$ cat src/ppgc_pkg.sv
`default_nettype none
package ppgc_pkg;

    // ****************************************************************
    // Widths
    // ****************************************************************
    localparam int PPGC_CNT_W = 16;
    localparam int PPGC_SEL_W = 4;
    localparam int PPGC_CR_W = 12;

    // ****************************************************************
    // Register byte offsets
    // ****************************************************************
    localparam logic [7:0] PPGC_OFS_CONF = 8'h00;
    localparam logic [7:0] PPGC_OFS_RUN_A = 8'h04;
    localparam logic [7:0] PPGC_OFS_RUN_B = 8'h08;
    localparam logic [7:0] PPGC_OFS_CR_A = 8'h0c;
    localparam logic [7:0] PPGC_OFS_CR_B = 8'h10;
    localparam logic [7:0] PPGC_OFS_MOD_A = 8'h14;
    localparam logic [7:0] PPGC_OFS_MOD_B = 8'h18;
    localparam logic [7:0] PPGC_OFS_PHASE = 8'h1c;
    localparam logic [7:0] PPGC_OFS_CNT_A = 8'h20;
    localparam logic [7:0] PPGC_OFS_CNT_B = 8'h24;

    // ****************************************************************
    // Field positions and masks
    // ****************************************************************
    localparam int PPGC_RUN_BIT = 0;
    localparam int PPGC_PHASE_BIT = 4;
    localparam int PPGC_CONF_RSV_LO = 6;
    localparam logic [PPGC_CR_W-1:0] PPGC_CR_MASK = 12'hff7;

    // ****************************************************************
    // Reset values
    // ****************************************************************
    localparam logic [2:0] PPGC_MODE_RST = 3'h0;
    localparam logic [1:0] PPGC_CONF_RSV_RST = 2'h0;
    localparam logic [PPGC_CR_W-1:0] PPGC_CR_RST = 12'h000;
    localparam logic [PPGC_SEL_W-1:0] PPGC_SEL_RST = 4'h0;

    // ****************************************************************
    // Pair mode codes
    // ****************************************************************
    typedef enum logic [2:0] {
        PPGC_MODE_PPG_A = 3'b010,
        PPGC_MODE_PPG_AB = 3'b011,
        PPGC_MODE_LOCK_CH0 = 3'b110,
        PPGC_MODE_LOCK_ALL = 3'b111
    } ppgc_mode_t;

    function automatic logic ppgc_is_lock(input logic [2:0] mode);
        ppgc_is_lock = (mode == PPGC_MODE_LOCK_CH0) || (mode == PPGC_MODE_LOCK_ALL);
    endfunction : ppgc_is_lock

endpackage : ppgc_pkg
`default_nettype wire

$ cat src/ppgc_unit_if.sv
`timescale 1ns/10ps
`default_nettype none
interface ppgc_unit_if;
    import ppgc_pkg::*;
    logic run;
    logic tick;
    logic [PPGC_CNT_W-1:0] count;
    modport ctrl (output run, output tick, input count);
    modport unit (input run, input tick, output count);
endinterface : ppgc_unit_if
`default_nettype wire

$ cat src/ppgc_prescaler.sv
`timescale 1ns/10ps
`default_nettype none
module ppgc_prescaler
    import ppgc_pkg::*;
(
    input wire logic mclk,
    input wire logic reset_n,
    input wire logic [PPGC_SEL_W-1:0] sel,
    output logic tick_q
);
    // A tick is issued once every 2**sel system clocks.
    logic [PPGC_CNT_W-1:0] div_q;
    logic [PPGC_CNT_W-1:0] mask;
    logic tick_d;

    assign mask = PPGC_CNT_W'((17'h1 << sel) - 17'h1);
    assign tick_d = (div_q & mask) == mask;

    always_ff @(posedge mclk) begin
        if (!reset_n) begin
            div_q <= '0;
            tick_q <= 1'b0;
        end else begin
            div_q <= div_q + 16'h1;
            tick_q <= tick_d;
        end
    end
endmodule : ppgc_prescaler
`default_nettype wire

$ cat src/ppgc_counter.sv
`timescale 1ns/10ps
`default_nettype none
module ppgc_counter
    import ppgc_pkg::*;
(
    input wire logic mclk,
    input wire logic reset_n,
    ppgc_unit_if.unit u
);
    logic [PPGC_CNT_W-1:0] count_q;

    // A stopped unit holds zero; a running unit counts up on each tick.
    always_ff @(posedge mclk) begin
        if (!reset_n || !u.run) begin
            count_q <= '0;
        end else if (u.tick) begin
            count_q <= count_q + 16'h1;
        end
    end

    assign u.count = count_q;
endmodule : ppgc_counter
`default_nettype wire

$ cat src/ppgc_top.sv
`timescale 1ns/10ps
`default_nettype none
module ppgc_top
    import ppgc_pkg::*;
(
    input wire logic mclk,
    input wire logic reset_n,
    input wire logic hsel,
    input wire logic [31:0] haddr,
    input wire logic [1:0] htrans,
    input wire logic hwrite,
    input wire logic [2:0] hsize,
    input wire logic [31:0] hwdata,
    input wire logic hready,
    output logic hreadyout,
    output logic [31:0] hrdata,
    output logic hresp,
    input wire logic [1:0] chan_evt_a,
    input wire logic [1:0] chan_evt_b,
    output logic upd_a_q,
    output logic upd_b_q,
    output logic phase_swap_q,
    output logic [PPGC_CR_W-1:0] out_ctrl_a_q,
    output logic [PPGC_CR_W-1:0] out_ctrl_b_q,
    output logic [PPGC_CNT_W-1:0] count_a_q,
    output logic [PPGC_CNT_W-1:0] count_b_q
);

    // ****************************************************************
    // Bus slave
    // ****************************************************************
    logic hreadyout_q;
    logic [31:0] hrdata_q;
    logic wr_pend_q;
    logic rd_pend_q;
    logic [7:0] addr_q;
    logic take;
    logic [31:0] rd_mux;

    assign take = hsel && htrans[1] && hready;
    assign hreadyout = hreadyout_q;
    assign hrdata = hrdata_q;
    assign hresp = 1'b0;

    // Reads take one wait state so a write just before is seen.
    always_ff @(posedge mclk) begin
        if (!reset_n) begin
            hreadyout_q <= 1'b1;
            hrdata_q <= 32'h0;
            wr_pend_q <= 1'b0;
            rd_pend_q <= 1'b0;
            addr_q <= 8'h00;
        end else begin
            wr_pend_q <= take && hwrite;
            rd_pend_q <= take && !hwrite;
            hreadyout_q <= !(take && !hwrite);
            if (take) begin
                addr_q <= haddr[7:0];
            end
            if (rd_pend_q) begin
                hrdata_q <= rd_mux;
            end
        end
    end

    // ****************************************************************
    // Registers
    // ****************************************************************
    logic [2:0] mode_q;
    logic [1:0] conf_rsv_q;
    logic run_a_q;
    logic run_b_q;
    logic [PPGC_SEL_W-1:0] sel_a_q;
    logic [PPGC_SEL_W-1:0] sel_b_q;
    logic phase_sel_q;
    logic [PPGC_CR_W-1:0] cr_a_q;
    logic [PPGC_CR_W-1:0] cr_b_q;

    logic wr_conf;
    logic wr_run_a;
    logic wr_run_b;
    logic lock;
    logic run_b_eff;

    assign wr_conf = wr_pend_q && (addr_q == PPGC_OFS_CONF);
    assign wr_run_a = wr_pend_q && (addr_q == PPGC_OFS_RUN_A);
    assign wr_run_b = wr_pend_q && (addr_q == PPGC_OFS_RUN_B);
    assign lock = ppgc_is_lock(mode_q);

    always_ff @(posedge mclk) begin
        if (!reset_n) begin
            mode_q <= PPGC_MODE_RST;
            conf_rsv_q <= PPGC_CONF_RSV_RST;
            run_a_q <= 1'b0;
            run_b_q <= 1'b0;
            sel_a_q <= PPGC_SEL_RST;
            sel_b_q <= PPGC_SEL_RST;
            phase_sel_q <= 1'b0;
            cr_a_q <= PPGC_CR_RST;
            cr_b_q <= PPGC_CR_RST;
        end else begin
            if (wr_conf) begin
                mode_q <= hwdata[2:0];
                conf_rsv_q <= hwdata[PPGC_CONF_RSV_LO +: 2];
            end
            // Only bit 0 acts; bit 1 is expected to be written as zero.
            if (wr_run_a) begin
                run_a_q <= hwdata[PPGC_RUN_BIT];
            end
            if (wr_run_b) begin
                run_b_q <= hwdata[PPGC_RUN_BIT];
            end
            if (wr_pend_q && (addr_q == PPGC_OFS_MOD_A)) begin
                sel_a_q <= hwdata[PPGC_SEL_W-1:0];
            end
            if (wr_pend_q && (addr_q == PPGC_OFS_MOD_B)) begin
                sel_b_q <= hwdata[PPGC_SEL_W-1:0];
            end
            if (wr_pend_q && (addr_q == PPGC_OFS_PHASE)) begin
                phase_sel_q <= hwdata[PPGC_PHASE_BIT];
            end
            if (wr_pend_q && (addr_q == PPGC_OFS_CR_A)) begin
                cr_a_q <= hwdata[PPGC_CR_W-1:0] & PPGC_CR_MASK;
            end
            if (wr_pend_q && (addr_q == PPGC_OFS_CR_B)) begin
                cr_b_q <= hwdata[PPGC_CR_W-1:0] & PPGC_CR_MASK;
            end
        end
    end

    assign out_ctrl_a_q = cr_a_q;
    assign out_ctrl_b_q = cr_b_q;

    // ****************************************************************
    // Read mux
    // ****************************************************************
    assign rd_mux =
        (addr_q == PPGC_OFS_CONF) ? {24'h0, conf_rsv_q, 3'h0, mode_q} :
        (addr_q == PPGC_OFS_RUN_A) ? {31'h0, run_a_q} :
        (addr_q == PPGC_OFS_RUN_B) ? {31'h0, run_b_eff} :
        (addr_q == PPGC_OFS_CR_A) ? {20'h0, cr_a_q} :
        (addr_q == PPGC_OFS_CR_B) ? {20'h0, cr_b_q} :
        (addr_q == PPGC_OFS_MOD_A) ? {28'h0, sel_a_q} :
        (addr_q == PPGC_OFS_MOD_B) ? {28'h0, sel_b_q} :
        (addr_q == PPGC_OFS_PHASE) ? {27'h0, phase_sel_q, 4'h0} :
        (addr_q == PPGC_OFS_CNT_A) ? {16'h0, count_a_q} :
        (addr_q == PPGC_OFS_CNT_B) ? {16'h0, count_b_q} :
        32'h0;

    // ****************************************************************
    // Count clocks and units
    // ****************************************************************
    logic tick_a;
    logic tick_b_own;
    logic tick_b;

    ppgc_prescaler u_pre_a (
        .mclk(mclk),
        .reset_n(reset_n),
        .sel(sel_a_q),
        .tick_q(tick_a)
    );

    ppgc_prescaler u_pre_b (
        .mclk(mclk),
        .reset_n(reset_n),
        .sel(sel_b_q),
        .tick_q(tick_b_own)
    );

    // Interlocked pairs run B from A's count clock.
    assign tick_b = lock ? tick_a : tick_b_own;

    // Unit B runs only in dual mode, or slaved to A when interlocked.
    assign run_b_eff = lock ? run_a_q :
        ((mode_q == PPGC_MODE_PPG_AB) && run_b_q);

    ppgc_unit_if ua_if ();
    ppgc_unit_if ub_if ();

    assign ua_if.run = run_a_q;
    assign ua_if.tick = tick_a;
    assign ub_if.run = run_b_eff;
    assign ub_if.tick = tick_b;
    assign count_a_q = ua_if.count;
    assign count_b_q = ub_if.count;

    ppgc_counter u_cnt_a (
        .mclk(mclk),
        .reset_n(reset_n),
        .u(ua_if.unit)
    );

    ppgc_counter u_cnt_b (
        .mclk(mclk),
        .reset_n(reset_n),
        .u(ub_if.unit)
    );

    // ****************************************************************
    // Compare-update timing and phase relation
    // ****************************************************************
    logic upd_a_d;

    assign upd_a_d = (mode_q == PPGC_MODE_LOCK_CH0) ? chan_evt_b[0] :
        (mode_q == PPGC_MODE_LOCK_ALL) ? |chan_evt_b :
        chan_evt_a[0];

    always_ff @(posedge mclk) begin
        if (!reset_n) begin
            upd_a_q <= 1'b0;
            upd_b_q <= 1'b0;
            phase_swap_q <= 1'b0;
        end else begin
            upd_a_q <= upd_a_d;
            upd_b_q <= chan_evt_b[0];
            phase_swap_q <= phase_sel_q && (mode_q == PPGC_MODE_LOCK_ALL);
        end
    end
endmodule : ppgc_top
`default_nettype wire

$ cat config.mk
export PLATFORM = sky130hd
export DESIGN_NAME = ppgc_top
export DESIGN_NICKNAME = d
export VERILOG_FILES = /design/src/ppgc_pkg.sv /design/src/ppgc_unit_if.sv /design/src/ppgc_prescaler.sv /design/src/ppgc_counter.sv /design/src/ppgc_top.sv
export SDC_FILE = /design/constraint.sdc
export NUM_CORES = 1
export LEC_CHECK = 0
export BUFFER_PORTS_ARGS = -buffer_cell sky130_fd_sc_hd__buf_2
export CORE_AREA = 2 2 115 117
export CTS_CLUSTER_DIAMETER = 200
export CTS_CLUSTER_SIZE = 20
export DETAILED_ROUTE_END_ITERATION = 10
export DIE_AREA = 0 0 117 119
export PLACE_DENSITY = 0.84
export SLEW_MARGIN = 20
export SYNTH_ARGS = -nofsm -noshare
export SYNTH_HDL_FRONTEND = slang
export SYNTH_SLANG_ARGS = --single-unit
$ cat constraint.sdc
create_clock -name mclk -period 2.7 [get_ports mclk]
set_clock_uncertainty 0.05 [all_clocks]
set_input_delay 0.27 -clock mclk [delete_from_list [all_inputs] [get_ports mclk]]
set_output_delay 0.27 -clock mclk [all_outputs]
set_load 0.01 [all_outputs]
==> out/results.ini <==
[global_routing]
grt_max_degree = 30
global_route_wire_length_before_repair_um = 27280
first_global_vias = 5576
grt_antenna_before_repair = 0
remaining_global_route_overflow = 0
grt_use_total_pct = 24.78

[timing]
worst_slew_margin_pct = 51.16
fin_tns_setup_ps = 0
timing.fmax_mhz = 442.3
final-max-slew-violation-count = 0
fin_crit_ps = 2261
final_setup_violations = 0
report.final.hold_viol_count = 0
tightestPinTransition_ps = 725.9
final_min_period_over_clock_period_pct = 83.74
grt_setup_unrepaired = false
least_setup_slack_across_all_paths_after_layout_ps = 438.9

[logic_synthesis]
netlist.top_cell.by_area = sky130_fd_sc_hd__dfxtp_1
ys_async_rst_share_pct = 0
synth.yosys.seq_area_share_pct = 40.43
post_synth_num_cell_types = 59
postSynthAreaPerCell_um2 = 8.456
postSynthCellCount = 773
synthFlopType = sky130_fd_sc_hd__dfxtp_1
synth-edff-count = 0
syn-cell-area_um2 = 6536
yosysWarnings = 0
synth.area.top_cells = sky130_fd_sc_hd__dfxtp_1, sky130_fd_sc_hd__mux2i_1, sky130_fd_sc_hd__nor2_1
synth.top_cell.area_share_pct = 40.43
post_synthesis_sequential_element_count = 132

[routing]
via_count = 6007
drtPass1Iterations = 6
detail_route.wl_per_cell_um = 15.92
post_detailed_route_count_of_antenna_violating_nets = 0
detail_route.iter0.violations = 645
drt-total-wl_um = 16820
remaining_drc_errors = 0
avgViaCountPerCell = 5.683

[setup_path]
peak_fanout_along_the_critical_path = 14
startpoint_of_the_worst_register_to_register_path = sel_b_q[3]$_SDFFE_PN0P_
cp-end-kind = flop
critical_path_required_ps = 2970
timing.critical_path.from_type = flop
worstSetupStartpoint = sel_b_q[3]$_SDFFE_PN0P_
worstPathArrival_ps = 2530
crit_type = reg2reg

[die]
start_util_pct = 50.77
placementRows = 42
num_io_pins = 171
fp.coreArea_um2 = 12870
floorplan.die.height_um = 119
fp.dieArea_um2 = 13920
fp.dieW_um = 117

[final_layout]
top_library_cells_by_usage_in_the_layout_fill_and_taps_aside = sky130_fd_sc_hd__dfxtp_1, sky130_fd_sc_hd__buf_2, sky130_fd_sc_hd__nor2_1
antennaDiodeCount = 0
area_growth_syn_to_layout_pct = 18.99
layout.cells.most_common = sky130_fd_sc_hd__dfxtp_1
post_route_cells_drive_above_1_share_pct = 18.73
fillCellCount = 1097
fin_nets = 952

[run]
maxCapViolCount = 0

[hold_path]
hold_start = haddr[3]
min_path_type = in2reg

[power_and_ir_drop]
peakVddDrop_mv = 0.3228
power_per_cell_area_nw_per_um2 = 582.1
power_leakage_nw = 3.221

[cts]
cts_buffers = 17
path_clk_slew_ps = 60
clock_tree_from_tritoncts = done
h-tree-depth = 4
cts_setup_buffers = 0
clock_tree.root_cell = sky130_fd_sc_hd__clkbuf_16
clock_sinks = 132
worstSkewPairLatency_ps = 430
clock_path_buffers = 2

[run_status]
status = completed

[placement]
worst_slack_placed_ps = 437.6
io_buffer_count = 102
place_congestion = 0.9227
detailedPlacementHpwl_um = 11980

routing by layer:
metal | track usage (%) | up-vias | wire (um) | part of all wire [%]
met4 | 9.412 | 0 | 407 | 2.4
met2 | 40.50 | 258 | 8030 | 48
li1 | - | 2882 | - | -
met5 | 0 | - | 0 | 0
met3 | 5.496 | 32 | 1146 | 6.8
met1 | 31.68 | 2835 | 7238 | 43
cells in the mapped netlist, drive strengths merged, types with 3 or more instances:
cell / count
a21boi: 18
a21oi: 32
a221oi: 8
a22oi: 4
a31oi: 8
and2: 15
and3: 11
and4: 6
buf: 31
clkbuf: 35
dfxtp: 132
ha: 6
inv: 9
mux2: 4
mux2i: 40
nand2: 77
nand2b: 10
nand3: 43
nand3b: 3
nand4: 21
nor2: 79
nor2b: 28
nor3: 13
nor4: 4
nor4b: 10
o2111ai: 3
o21ai: 23
o22ai: 4
o31ai: 7
or3: 10
xnor2: 18
xor2: 33
cells by family (layout without fill, tap and decap cells):
group	Yosys count	in the layout	synth area share, %
buffers and inverters	75	165	5.590
XOR/XNOR	51	51	6.834
multiplexers	44	44	6.815
other	1	19	0.05737
flip-flops	132	132	40.43
AND/OR/NAND/NOR	334	334	25.92
adder cells (fa/ha/maj)	6	6	1.149
AO/OA/AOI/OAI	130	130	13.21
flip-flops by register name (all words and copies together) (netlist names):
register and cells:
addr_q 8, conf_rsv_q 2, hrdata 16, hreadyout 1, mode_q 3, out_ctrl_a_q 11, out_ctrl_b_q 11, phase_sel_q 1
phase_swap_q 1, rd_pend_q 1, run_a_q 1, run_b_q 1, sel_a_q 4, sel_b_q 4, u_cnt_a.u.count 16, u_cnt_b.u.count 16
u_pre_a.div_q 15, u_pre_a.tick_q 1, u_pre_b.div_q 15, u_pre_b.tick_q 1, upd_a_q 1, upd_b_q 1, wr_pend_q 1
per-stage QoR:
step                instance area, um^2  hold slack, ps  cells  utilization, %  total power (W)
global route                       7777           55.40   1057           60.41         0.004678
global placement                   7167           399.0   1024           55.67         0.002240
detailed placement                 7167           394.1   1024           55.67         0.002243
finish                             7777           47.45   1057           60.41         0.004527
CTS                                7777           37.61   1057           60.41         0.004549
floorplan                          6604           303.3    791               -         0.002179
layout make-up:
type | count | area (um^2) | area share (%)
multi-input cells | 584 | 3602 | 46.32
flip-flops and latches | 132 | 2643 | 33.98
repair buffers | 124 | 678.2 | 8.719
clock buffers | 19 | 452.9 | 5.824
well taps | 176 | 220.2 | 2.831
clock inverters | 13 | 147.6 | 1.898
inverters | 9 | 33.78 | 0.4344
worst max-delay path, stage by stage (launching register included):
cell and delay (ps):
sky130_fd_sc_hd__dfxtp_1 600, sky130_fd_sc_hd__nor2_1 110, sky130_fd_sc_hd__nand2_1 90, sky130_fd_sc_hd__ha_1 330, sky130_fd_sc_hd__nor4b_1 460, sky130_fd_sc_hd__a21oi_1 80
sky130_fd_sc_hd__a211o_1 300, sky130_fd_sc_hd__and4_1 140
final timing paths:
check	end	slack (ps)	depth (start not counted)
worst max-delay path	u_pre_b.tick_q$_SDFF_PN0_	440	7
worst min register to register	hrdata[11]$_SDFFE_PN0P_	410	2
worst max register to register	u_pre_b.tick_q$_SDFF_PN0_	440	7
worst min-delay path	addr_q[3]$_SDFFE_PN0P_	50	3
power breakdown:
part	internal, W	switching, W	total, W
logic	0.0000821	0.000134	0.000216
registers	0.00197	0.0000247	0.00199
clock network	0.00142	0.000902	0.00232
total	0.00347	0.00106	0.00453
what timing repair did:
item                      CTS  global route
gates resized for setup     0             0
hold endpoints to repair    1             0
hold buffers                1             0
(Power assumes the default switching activity.)
